### config.mk
export PLATFORM = sky130hd
export DESIGN_NAME = dpw_top
export DESIGN_NICKNAME = d
export VERILOG_FILES = /design/src/verilog/dpw_pkg.sv /design/src/verilog/dpw_tick_gen.sv /design/src/verilog/dpw_sq_gen.sv /design/src/verilog/dpw_top.sv
export VERILOG_INCLUDE_DIRS = /design/src /design/src/verilog
export SDC_FILE = /design/constraint.sdc
export NUM_CORES = 1
export LEC_CHECK = 0
export ABC_CLOCK_PERIOD_IN_PS = 4000
export BUFFER_PORTS_ARGS = -buffer_cell sky130_fd_sc_hd__buf_2
export CAP_MARGIN = 20
export CORE_MARGIN = 1.5
export CORE_UTILIZATION = 55
export DETAILED_ROUTE_END_ITERATION = 10
export PLACE_DENSITY = 0.73
export SYNTH_ARGS = -nofsm -noshare
export SYNTH_HDL_FRONTEND = slang
export SYNTH_HIERARCHICAL = 1
export SYNTH_SLANG_ARGS = --single-unit
### constraint.sdc
create_clock -name sys_clk_in -period 4 [get_ports sys_clk_in]
set_clock_uncertainty 0.2 [all_clocks]
set_input_delay 0.8 -clock sys_clk_in [delete_from_list [all_inputs] [get_ports sys_clk_in]]
set_output_delay 0.8 -clock sys_clk_in [all_outputs]
set_load 0.05 [all_outputs]
### src/verilog/dpw_defs.svh
/*
 * Constants for the dual waveform pin block: pin count, clock rates,
 * derived cycle counts, register offsets and interrupt bit positions.
 * Assumes a 25 MHz module clock and 8-bit byte addresses on a 32-bit bus.
 */
`ifndef DPW_DEFS_SVH
`define DPW_DEFS_SVH

// ==================================================================
// Sizes and timing
`define DPW_NPINS        8
`define DPW_NCH          2
`define DPW_CLK_HZ       25000000
`define DPW_TICK_HZ      1000000
`define DPW_SQ_MAX_HZ    4000000
`define DPW_TICK_DIV     (`DPW_CLK_HZ / `DPW_TICK_HZ)
`define DPW_SQ_MIN_HALF  ((`DPW_CLK_HZ + 2 * `DPW_SQ_MAX_HZ - 1) / (2 * `DPW_SQ_MAX_HZ))

// ==================================================================
// Register offsets
`define DPW_A_CH0        8'h00
`define DPW_A_CH1        8'h04
`define DPW_A_PERIOD     8'h08
`define DPW_A_HIGH0      8'h0C
`define DPW_A_HIGH1      8'h10
`define DPW_A_SQ_HALF    8'h14
`define DPW_A_DIR        8'h18
`define DPW_A_DOUT       8'h1C
`define DPW_A_DRIVE      8'h20
`define DPW_A_PULL       8'h24
`define DPW_A_WAKE_EN    8'h28
`define DPW_A_WAKE_POL   8'h2C
`define DPW_A_PIN_IN     8'h30
`define DPW_A_IRQ_STAT   8'h34
`define DPW_A_IRQ_MASK   8'h38

// ==================================================================
// Fields and codes
`define DPW_IRQ_WRAP     8
`define DPW_PULL_UP      2'h1
`define DPW_PULL_DOWN    2'h2

`endif

### src/verilog/dpw_pkg.sv
/*
 * Types of the dual waveform pin block: bus request, pin bundle,
 * channel configuration and the state records of each module.
 * Assumes dpw_defs.svh is on the include path.
 */
`include "dpw_defs.svh"

package dpw_pkg;

    typedef struct packed {
        logic                    en;
        logic                    mode;
        logic [2:0]              pin;
    } dpw_chan_t;

    typedef struct packed {
        logic                    wr;
        logic                    rd;
        logic [7:0]              addr;
        logic [31:0]             wdata;
    } dpw_bus_req_t;

    typedef struct packed {
        logic [`DPW_NPINS-1:0]   dout;
        logic [`DPW_NPINS-1:0]   oe_n;
        logic [`DPW_NPINS-1:0]   drive_hi;
        logic [`DPW_NPINS-1:0]   pull_up;
        logic [`DPW_NPINS-1:0]   pull_dn;
    } dpw_pin_out_t;

    typedef struct packed {
        logic [4:0]              cnt;
        logic                    tick;
    } dpw_tick_st_t;

    typedef struct packed {
        logic [15:0]             cnt;
        logic                    wave;
    } dpw_sq_st_t;

    typedef struct packed {
        dpw_chan_t [`DPW_NCH-1:0] ch;
        logic [31:0]             period;
        logic [`DPW_NCH-1:0][31:0] high;
        logic [15:0]             sq_half;
        logic [`DPW_NPINS-1:0]   dir;
        logic [`DPW_NPINS-1:0]   dout;
        logic [`DPW_NPINS-1:0]   drive;
        logic [2*`DPW_NPINS-1:0] pull;
        logic [`DPW_NPINS-1:0]   wake_en;
        logic [`DPW_NPINS-1:0]   wake_pol;
        logic [`DPW_NPINS-1:0]   sync1;
        logic [`DPW_NPINS-1:0]   sync2;
        logic [`DPW_NPINS:0]     irq_stat;
        logic [`DPW_NPINS:0]     irq_mask;
        logic [31:0]             cnt;
        dpw_pin_out_t            pins;
        logic                    wake;
        logic                    irq;
        logic [31:0]             rdata;
    } dpw_state_t;

endpackage : dpw_pkg

### src/verilog/dpw_tick_gen.sv
/*
 * Divider that turns the module clock into a one-cycle 1 MHz tick.
 * Assumes the module clock rate given in dpw_defs.svh.
 */
`timescale 1ns/1ps
`include "dpw_defs.svh"

module dpw_tick_gen (
    input  wire logic sys_clk_in,
    input  wire logic rst_n_in,
    output logic      tick_out
);

    dpw_pkg::dpw_tick_st_t q;
    dpw_pkg::dpw_tick_st_t d;

    always_comb begin
        d = q;
        d.tick = 1'b0;
        if (q.cnt == 5'(`DPW_TICK_DIV - 1)) begin
            d.cnt  = 5'h0;
            d.tick = 1'b1;
        end else begin
            d.cnt = q.cnt + 5'h1;
        end
    end

    always_ff @(posedge sys_clk_in) begin
        if (!rst_n_in) begin
            q <= '0;
        end else begin
            q <= d;
        end
    end

    assign tick_out = q.tick;

endmodule : dpw_tick_gen

### src/verilog/dpw_sq_gen.sv
/*
 * Square wave source with equal high and low phases, each phase a
 * programmed number of module clocks. Assumes a 25 MHz module clock.
 */
`timescale 1ns/1ps
`include "dpw_defs.svh"

module dpw_sq_gen (
    input  wire logic        sys_clk_in,
    input  wire logic        rst_n_in,
    input  wire logic        en_in,
    input  wire logic [15:0] half_in,
    output logic             wave_out
);

    dpw_pkg::dpw_sq_st_t q;
    dpw_pkg::dpw_sq_st_t d;
    logic [15:0]         half_w;

    // Shorter phases would exceed the top frequency, so they are stretched.
    assign half_w = (half_in < 16'(`DPW_SQ_MIN_HALF)) ? 16'(`DPW_SQ_MIN_HALF) : half_in;

    always_comb begin
        d = q;
        if (!en_in || half_in == 16'h0) begin
            d.cnt  = 16'h0;
            d.wave = 1'b0;
        end else if (q.cnt >= half_w - 16'h1) begin
            d.cnt  = 16'h0;
            d.wave = !q.wave; // RULE9
        end else begin
            d.cnt = q.cnt + 16'h1;
        end
    end

    always_ff @(posedge sys_clk_in) begin
        if (!rst_n_in) begin
            q <= '0;
        end else begin
            q <= d;
        end
    end

    assign wave_out = q.wave;
endmodule : dpw_sq_gen

### src/verilog/dpw_top.sv
/*
 * Dual waveform pin block: eight general pins with direction, drive,
 * pull and level wake-up settings, and two waveform channels that
 * take over a chosen pin with a PWM or square wave output.
 * Assumes a single 25 MHz clock, a synchronous active-low reset and a
 * register master that keeps to one-cycle strobes.
 */
// Functional notes
// RULE1 - A channel, when enabled, replaces the chosen pin's normal output behaviour.
// RULE2 - Two channels drive PWM or square wave on at most two pins.
// RULE3 - PWM period and high time use 32-bit counters.
// RULE4 - PWM counter advances on a 1 MHz tick.
// RULE5 - PWM frequency programmable, highest at a one-tick period.
// RULE6 - Duty cycle spans zero to one hundred percent inclusive.
// RULE7 - Both PWM channels share one period setting.
// RULE8 - Each PWM channel has its own high time.
// RULE9 - Square wave up to 4 MHz, always equal high and low phases.
// RULE10 - Every pin has its own input or output direction bit.
// RULE11 - Output pins have a standard or high drive bit.
// RULE12 - Each pin selects pull-up, pull-down or no pull.
// RULE13 - Each pin can wake on a selectable high or low level.
// RULE14 - Zero duty stays low, full duty stays high, no glitches.
`timescale 1ns/1ps
`include "dpw_defs.svh"

module dpw_top (
    input  wire logic                  sys_clk_in,
    input  wire dpw_pkg::dpw_bus_req_t bus_in,
    input  wire logic                  rst_n_in,
    input  wire logic [`DPW_NPINS-1:0] pins_in,
    output logic [31:0]                rd_data_out,
    output dpw_pkg::dpw_pin_out_t      pins_out,
    output logic                       wake_out,
    output logic                       irq_out
);

    // ==================================================================
    // State and helpers
    dpw_pkg::dpw_state_t       q;
    dpw_pkg::dpw_state_t       d;
    logic                      tick_w;
    logic [`DPW_NCH-1:0]       pwm_w;
    logic [`DPW_NCH-1:0]       sq_w;
    logic [`DPW_NCH-1:0]       wave_w;
    logic                      wrap_w;
    logic                      per_wr_w;
    logic [`DPW_NPINS-1:0]     hit_w;
    logic [`DPW_NPINS:0]       clr_w;

    dpw_tick_gen u_tick (
        .sys_clk_in (sys_clk_in),
        .rst_n_in   (rst_n_in),
        .tick_out   (tick_w)
    );

    // ==================================================================
    // Waveform channels
    genvar c;
    generate
        for (c = 0; c < `DPW_NCH; c++) begin : g_ch
            // Compare against the shared counter: high time zero never
            // matches and high time at or past the period always does.
            assign pwm_w[c] = (q.period != 32'h0) && (q.cnt < q.high[c]); // RULE6 RULE8 RULE14

            dpw_sq_gen u_sq (
                .sys_clk_in (sys_clk_in),
                .rst_n_in   (rst_n_in),
                .en_in      (q.ch[c].en && q.ch[c].mode),
                .half_in    (q.sq_half),
                .wave_out   (sq_w[c])
            );

            assign wave_w[c] = q.ch[c].mode ? sq_w[c] : pwm_w[c]; // RULE2 RULE9
        end
    endgenerate

    assign per_wr_w = bus_in.wr && (bus_in.addr == `DPW_A_PERIOD);
    assign wrap_w   = tick_w && (q.period != 32'h0) && (q.cnt >= q.period - 32'h1); // RULE5 RULE7
    assign hit_w    = q.wake_en & ~(q.sync2 ^ q.wake_pol); // RULE13
    assign clr_w    = (bus_in.wr && bus_in.addr == `DPW_A_IRQ_STAT) ? bus_in.wdata[`DPW_NPINS:0] : '0;

    // ==================================================================
    // Next state
    always_comb begin
        d = q;
        d.sync1 = pins_in;
        d.sync2 = q.sync1;

        if (q.period == 32'h0) begin
            d.cnt = 32'h0;
        end else if (tick_w) begin
            d.cnt = wrap_w ? 32'h0 : q.cnt + 32'h1; // RULE3 RULE4
        end

        if (bus_in.wr) begin
            case (bus_in.addr)
                `DPW_A_CH0:      d.ch[0] = bus_in.wdata[6:2]; // RULE1
                `DPW_A_CH1:      d.ch[1] = bus_in.wdata[6:2]; // RULE1
                `DPW_A_PERIOD: begin
                    d.period = bus_in.wdata; // RULE7
                    d.cnt    = 32'h0;
                end
                `DPW_A_HIGH0:    d.high[0]  = bus_in.wdata; // RULE8
                `DPW_A_HIGH1:    d.high[1]  = bus_in.wdata; // RULE8
                `DPW_A_SQ_HALF:  d.sq_half  = bus_in.wdata[15:0];
                `DPW_A_DIR:      d.dir      = bus_in.wdata[`DPW_NPINS-1:0]; // RULE10
                `DPW_A_DOUT:     d.dout     = bus_in.wdata[`DPW_NPINS-1:0];
                `DPW_A_DRIVE:    d.drive    = bus_in.wdata[`DPW_NPINS-1:0]; // RULE11
                `DPW_A_PULL:     d.pull     = bus_in.wdata[2*`DPW_NPINS-1:0]; // RULE12
                `DPW_A_WAKE_EN:  d.wake_en  = bus_in.wdata[`DPW_NPINS-1:0]; // RULE13
                `DPW_A_WAKE_POL: d.wake_pol = bus_in.wdata[`DPW_NPINS-1:0]; // RULE13
                `DPW_A_IRQ_MASK: d.irq_mask = bus_in.wdata[`DPW_NPINS:0];
                default: begin
                end
            endcase
        end

        // A new event in the same cycle as its clear is kept.
        d.irq_stat = (q.irq_stat & ~clr_w) | {wrap_w, hit_w};
        d.irq      = |(d.irq_stat & d.irq_mask);
        d.wake     = |hit_w;

        for (int p = 0; p < `DPW_NPINS; p++) begin
            d.pins.dout[p] = q.dout[p];
            d.pins.oe_n[p] = !q.dir[p]; // RULE10
            // Channel 0 is applied last so it wins when both pick one pin.
            for (int k = `DPW_NCH - 1; k >= 0; k--) begin
                if (q.ch[k].en && q.ch[k].pin == 3'(p)) begin
                    d.pins.dout[p] = wave_w[k]; // RULE1 RULE2
                    d.pins.oe_n[p] = 1'b0;      // RULE1
                end
            end
            d.pins.drive_hi[p] = q.drive[p] && !d.pins.oe_n[p]; // RULE11
            d.pins.pull_up[p]  = q.pull[2*p +: 2] == `DPW_PULL_UP;   // RULE12
            d.pins.pull_dn[p]  = q.pull[2*p +: 2] == `DPW_PULL_DOWN; // RULE12
        end

        d.rdata = 32'h0;
        if (bus_in.rd) begin
            case (bus_in.addr)
                `DPW_A_CH0:      d.rdata = {25'h0, q.ch[0], 2'h0};
                `DPW_A_CH1:      d.rdata = {25'h0, q.ch[1], 2'h0};
                `DPW_A_PERIOD:   d.rdata = q.period;
                `DPW_A_HIGH0:    d.rdata = q.high[0];
                `DPW_A_HIGH1:    d.rdata = q.high[1];
                `DPW_A_SQ_HALF:  d.rdata = {16'h0, q.sq_half};
                `DPW_A_DIR:      d.rdata = {24'h0, q.dir};
                `DPW_A_DOUT:     d.rdata = {24'h0, q.dout};
                `DPW_A_DRIVE:    d.rdata = {24'h0, q.drive};
                `DPW_A_PULL:     d.rdata = {16'h0, q.pull};
                `DPW_A_WAKE_EN:  d.rdata = {24'h0, q.wake_en};
                `DPW_A_WAKE_POL: d.rdata = {24'h0, q.wake_pol};
                `DPW_A_PIN_IN:   d.rdata = {24'h0, q.sync2};
                `DPW_A_IRQ_STAT: d.rdata = {23'h0, q.irq_stat};
                `DPW_A_IRQ_MASK: d.rdata = {23'h0, q.irq_mask};
                default:         d.rdata = 32'h0;
            endcase
        end
    end

    // ==================================================================
    // Registers
    always_ff @(posedge sys_clk_in) begin
        if (!rst_n_in) begin
            q           <= '0;
            q.pins.oe_n <= '1;
        end else begin
            q <= d;
        end
    end

    assign rd_data_out = q.rdata;
    assign pins_out    = q.pins;
    assign wake_out    = q.wake;
    assign irq_out     = q.irq;
endmodule : dpw_top

# After elaboration in Yosys (flattened, before gate mapping)
# Index checks and enable logic that the tools add are counted.
[classes]
n_addsub = 6
n_mul = 0
div_mod_pow = 0
n_lt_le_gt_ge = 6
n_eq_ne = 45
shift = 0
n_mux = 44
bitwise_logic = 8
reduce_logical = 79
[ops]
columns = ["cell", "count"]
rows = [
  ["one-hot mux 32 bit (15 select lines)", 1],
  ["2-to-1 mux 32 bit", 4],
  ["< comparator 32 bit", 2],
  ["== test 8 x 6 -> 1 bit, second input constant", 7],
  ["2-to-1 mux 41 bit", 1],
  ["2-to-1 mux 1 bit", 35],
  ["adder 16 x 1 -> 16 bit, second input constant", 2],
  ["adder 32 x 1 -> 32 bit, second input constant", 1],
  ["== test 8 x 5 -> 1 bit, second input constant", 4],
  ["greater-or-equal comparator 16 bit", 2],
  ["greater-or-equal comparator 32 bit", 1],
  ["logical NOT 32 bit", 1],
  ["nonzero test 32 bit", 1],
  ["subtractor 32 x 1 -> 32 bit, second input constant", 1],
  ["logical AND 1 bit", 31],
  ["AND reduction 2 bit", 13],
  ["== test 3 bit, second input constant", 8],
  ["logical NOT 1 bit", 20],
  ["bitwise AND 9 bit", 2],
  ["2-to-1 mux 9 bit", 2],
  ["== test 2 x 1 -> 1 bit, second input constant", 8],
  ["== test 2 bit, second input constant", 8],
  ["== test 8 x 4 -> 1 bit, second input constant", 2],
  ["logical NOT 16 bit", 1],
  ["other kinds (21)", 30],
]
[word_totals]
reg_bits = 358
latch_bits = 0
mem_bits_rw = 0
rom_bits = 0
input_bits = 52
output_inout_bits = 74
wordCells = 223
n_memories = 0

# Depth between registers and ports, before layout
[depth]
depth_word = 10
depth_mapped = 16
ltp_nobuf = 15

# Modules after synthesis
# The synthesis kept the hierarchy.
[modules_own_cells]
columns = ["mod", "instances", "cells_per_inst", "area_each_um2", "seq_area_each_um2"]
rows = [
  ["dpw_top", 1, 1891, 15523.6, 6366.1],
  ["dpw_sq_gen", 2, 161, 1337.5, 340.3],
  ["dpw_tick_gen", 1, 24, 280.3, 120.1],
]

# Least setup slack after synthesis
# OpenSTA, ideal clock, no wires.
[synth_timing]
path_kind = "register to register"
from = "register q[203] (netlist name)"
to = "register g_ch[0].u_sq.q, in the netlist g_ch[0].u_sq/wave_out"
setup_ns = 0.115
arrival_time_ns = 3.751
required_time_ns = 3.685
path_slack_ns = -0.066
path_stages_with_launch = 16
path_buffers = 0
period_less_slack_ns = 4.066
path_cell_list = "dfxtp_1 > or4_4 > nor4_1 > nand3_1 > nand2_1 > ha_1 > nand2_1 > or4_1 > nor4_1 > xnor2_1 > ha_1 > nand4_1 > nor4_1 > a21oi_1 > and3_1 > o21a_1"
[synth_between]
elab_chain_len = 4
word_cells_on_any_way = 7
classes_between = "1 x add/sub; 2 x order compare; 1 x mux; 3 x reduce/logical"
[synth_rtl]
columns = ["element", "line", "rtl"]
rows = [
  ["start, declared", "dpw_top.sv:39", "dpw_pkg::dpw_state_t q;"],
  ["< comparator 16 x 3 -> 1 bit", "dpw_sq_gen.sv:21", "assign half_w = (half_in < 16'(`DPW_SQ_MIN_HALF)) ? 16'(`DPW_SQ_MIN_HALF) : half_in;"],
  ["2-to-1 mux 16 bit", "dpw_sq_gen.sv:21", ""],
  ["subtractor 16 x 1 -> 16 bit", "dpw_sq_gen.sv:28", "end else if (q.cnt >= half_w - 16'h1) begin"],
  ["greater-or-equal comparator 16 bit", "dpw_sq_gen.sv:28", ""],
  ["end signal, assigned", "dpw_sq_gen.sv:38", "q <= '0;"],
  ["end signal, assigned", "dpw_sq_gen.sv:40", "q <= d;"],
  ["end, declared", "dpw_sq_gen.sv:16", "dpw_pkg::dpw_sq_st_t q;"],
]
# Parallel ways exist; a longest one is shown, timed or not.
# A chain may end at the register's enable or synchronous reset.

# Worst setup path in the final report
[layout_timing]
from = "register q[278] (netlist name)"
to = "register q[78] (netlist name)"
[layout_between]
elab_chain_len = 8
word_cells_on_any_way = 11
classes_between = "1 x add/sub; 1 x order compare; 5 x mux; 4 x reduce/logical"
[layout_rtl]
columns = ["element", "line", "rtl"]
rows = [
  ["subtractor 32 x 1 -> 32 bit / nonzero test 32 bit (equally long branches)", "dpw_top.sv:78", "assign wrap_w = tick_w && (q.period != 32'h0) && (q.cnt >= q.period - 32'h1);"],
  ["greater-or-equal comparator 32 bit / logical AND 1 bit (equally long branches)", "dpw_top.sv:78", ""],
  ["logical AND 1 bit", "dpw_top.sv:78", ""],
  ["2-to-1 mux 32 bit", "dpw_top.sv:92", "d.cnt = wrap_w ? 32'h0 : q.cnt + 32'h1;"],
  ["2-to-1 mux 32 bit", "dpw_top.sv:91", "end else if (tick_w) begin"],
  ["2-to-1 mux 32 bit *", "dpw_top.sv:89", "if (q.period == 32'h0) begin"],
  ["2-to-1 mux 32 bit", "dpw_top.sv:96", "case (bus_in.addr)"],
  ["2-to-1 mux 41 bit *", "dpw_top.sv:95", "if (bus_in.wr) begin"],
]
# Every way passes the cells marked *; elsewhere a longest branch is shown, timed or not.

==> impl_metrics.yaml <==
pwr:
  p_leak_nw: 8.08
  vdd_drop_max_v: 0.000304
  powerDensity_nw_per_um2: 360
  power.switching_w: 0.00165
  p_sw_frac: 0.215
  share_seq_of_total_power: 0.467
  pwr-share-comb: 0.030
  p_int_w: 0.00603
  clock_power_share: 0.503
synth:
  avgSynthCellArea_um2: 8.26
  post_synth_and_or_nand_nor_area_fraction: 0.236
  synth_edf_count: 0
  synth_top_family_by_area: "simple AND/OR/NAND/NOR gates"
  synthesis.area_um2: 18500
  synth_compound_area_frac: 0.154
  yosysUniqueCellTypes: 79
  ys_async_sr_fraction: 0
  synth.top_cell.area_share: 0.388
  syn_nets: 2424
  synthAdderAreaFrac: 0.0914
  ys.flop_type: "dfxtp_1"
  yosysSeqAreaShare: 0.388
  synthTopCellsByArea: "dfxtp_1, ha_1, nand2_1"
  synth_warnings: 6
  ys_ff_latch: 358
  synth_xor_area_frac: 0.0559
  synth_mux_area_frac: 0.00488
  synth_largest_area_cell: "dfxtp_1"
  synthCells: 2237
timing:
  rsz0062_at_grt: "true"
  hold_violations: 0
  drv_slew: 0
  fin_ws_ps: -39.5
  holdWs_ps: 228
  max_slew_margin: 0.301
  setup_viol: 20
  tightest_slew_ps: 1050
  fin_crit_ps: 4040
  setup_tns_ps: -326
  fin_crit_sh: 1.01
  max_freq_mhz: 248
die:
  boundaryPins: 126
  die_w_um: 186
  initial_core_util: 0.564
  rows: 66
  dieArea_um2: 34700
  core-area_um2: 32800
  die_height_um: 186
layout:
  final_core_util: 0.652
  drive_above_1_share: 0.174
  design_area_um2: 21400
  syn_to_final_growth_pct: 15.6
  finish.net_count: 2527
setup_path:
  crit_path_cell_trace: "or4_4, nor3_4, buf_6, buf_4, nand3_1, xor2_1, ha_1, a211o_1, a211o_1, or4_4, a22oi_4, nand4_4, clkbuf_16, nor2_2"
  max_stage_delay_ps: 560
  crit_required_ps: 4270
  critPathLaunchType: "register"
  cpMaxStageDelayCell: "or4_4"
  path_class: "register to register"
  critPathMaxFanout: 8
  worst-path-buf-inv: 3
  end_kind: "register"
  arrival_ps: 4310
  critPathTopFamily: "simple AND/OR/NAND/NOR gates"
routing:
  route.vias.total: 17173
  firstDrtPassIters: 9
  initialDrtViolationCount: 1835
  ant_nets: 0
  routedWlPerCell_um: 19.6
  viasPerCell: 6.11
  routed_wirelength_um: 55100
  route.detailed.drc: 0
cts:
  tritoncts: "yes"
  clkSinkCount: 358
  cts_buffers: 38
  clkTransAtPathRegs_ps: 60
  cts_htree_levels: 2
  root_buffer: "clkbuf_16"
  insertion_delay_ps: 540
  clockBufferDepth: 3
placed_design:
  hpwl_um: 38700
  placed_area_um2: 19400
  gp_congestion: 0.918
  port_buffers: 125
hold_path:
  holdCritPathClass: "register to register"
global_route:
  overflow: 0
  grt_pass1_wl_um: 85500
  grt_pass1_vias: 16233
  grt_max_degree: 136
  antenna_found_initial: 2
  grt_use_total: 0.312
flow_run:
  drv_cap: 0
outcome:
  status: "finished, violations left"
  violations: "negative setup slack"
synth_stat cells (all sizes together), types with 31 or more instances:
master,count
nand3,95
ha,135
xor2,47
nor2,180
inv,85
nand4,35
a21oi,232
nor3,40
o21ai,41
clkbuf,80
xnor2,71
a222oi,31
a22oi,38
dfxtp,358
buf,91
nand2,408
power by group through the flow:
stage / Sequential, W / Clock, W / Combinational [W]
final: 0.00359 / 0.00386 / 0.000230
after CTS: 0.00359 / 0.00390 / 0.000212
after floorplan: 0.00366 / 0 / 0.000120
after detailed placement: 0.00367 / 0 / 0.000209
after global placement: 0.00367 / 0 / 0.000206
after global routing: 0.00359 / 0.00405 / 0.000243
routing by layer:
layer  track usage  share of wire  vias to the layer above
li1              -              -                     7993
met5             0        0.00053                        -
met1         0.400           0.40                     8167
met2         0.512           0.46                      833
met3        0.0520          0.087                      176
met4         0.150          0.043                        4
flip-flops by register name, indices dropped and copies added (netlist names):
| signal | flops |
|---|---|
| q | 236 |
| pins_out | 40 |
| g_ch.u_sq/q | 32 |
| rd_data_out | 32 |
| d | 8 |
| u_tick/q | 5 |
| g_ch.u_sq/wave_out | 2 |
| irq_out | 1 |
| u_tick/tick_out | 1 |
| wake_out | 1 |
cell families after synthesis:
family | count (synthesis)
AO/OA/AOI/OAI | 449
XOR/XNOR | 118
adder cells (fa/ha/maj) | 135
buffers and inverters | 256
flip-flops | 358
multiplexers | 9
AND/OR/NAND/NOR | 912
final cells by class:
| cell class | count | area [um2] |
|---|---|---|
| Tap cell | 442 | 553 |
| Sequential cell | 358 | 7170 |
| Fill cell | 2818 | 11400 |
| Clock buffer | 48 | 1050 |
| Inverter | 85 | 324 |
| Clock inverter | 20 | 318 |
| Antenna cell | 1 | 2.50 |
| Timing Repair Buffer | 232 | 1510 |
| Multi-Input combinational cell | 1625 | 10400 |
layout by cell type (no fill, tap or decap), types with 23 or more instances in the layout:
| cell type | instances |
|---|---|
| a21oi_1 | 230 |
| a222oi_1 | 31 |
| a22oi_1 | 37 |
| and2_1 | 23 |
| and3_1 | 24 |
| buf_2 | 125 |
| buf_4 | 101 |
| clkbuf_16 | 41 |
| dfxtp_1 | 355 |
| ha_1 | 133 |
| inv_1 | 84 |
| nand2_1 | 402 |
| nand3_1 | 90 |
| nand4_1 | 33 |
| nor2_1 | 149 |
| o21ai_0 | 41 |
| xnor2_1 | 71 |
| xor2_1 | 47 |
through the flow:
stage / instances / power [W] / worst slack (ps)
floorplan: 2237 / 0.00378 / 10.2
CTS: 2785 / 0.00770 / 2.58
detailed placement: 2717 / 0.00388 / -159
finish: 2811 / 0.00768 / -39.5
global placement: 2717 / 0.00387 / -47.5
global route: 2810 / 0.00788 / -206
repair_timing:
item / CTS / global route
gates cloned: 0 / 4
hold buffers: 0 / 0
resized for setup: 11 / 77
setup buffers: 0 / 21
setup endpoints to repair: 34 / 68
pin swaps: 0 / 61
hold endpoints to repair: 0 / 0
path summary, 6_finish.rpt:
kind	start	end	cells past startpoint	slack [ps]
worst max-delay path	q[278]$_SDFFE_PN0P_	q[78]$_SDFF_PN0_	14	-40
worst min-delay path	d[131]$_SDFF_PN0_	q[131]$_SDFF_PN0_	1	230
worst max register to register	q[278]$_SDFFE_PN0P_	q[78]$_SDFF_PN0_	14	-40
worst min register to register	d[131]$_SDFF_PN0_	q[131]$_SDFF_PN0_	1	230
Power figures use the tool's default switching activity.
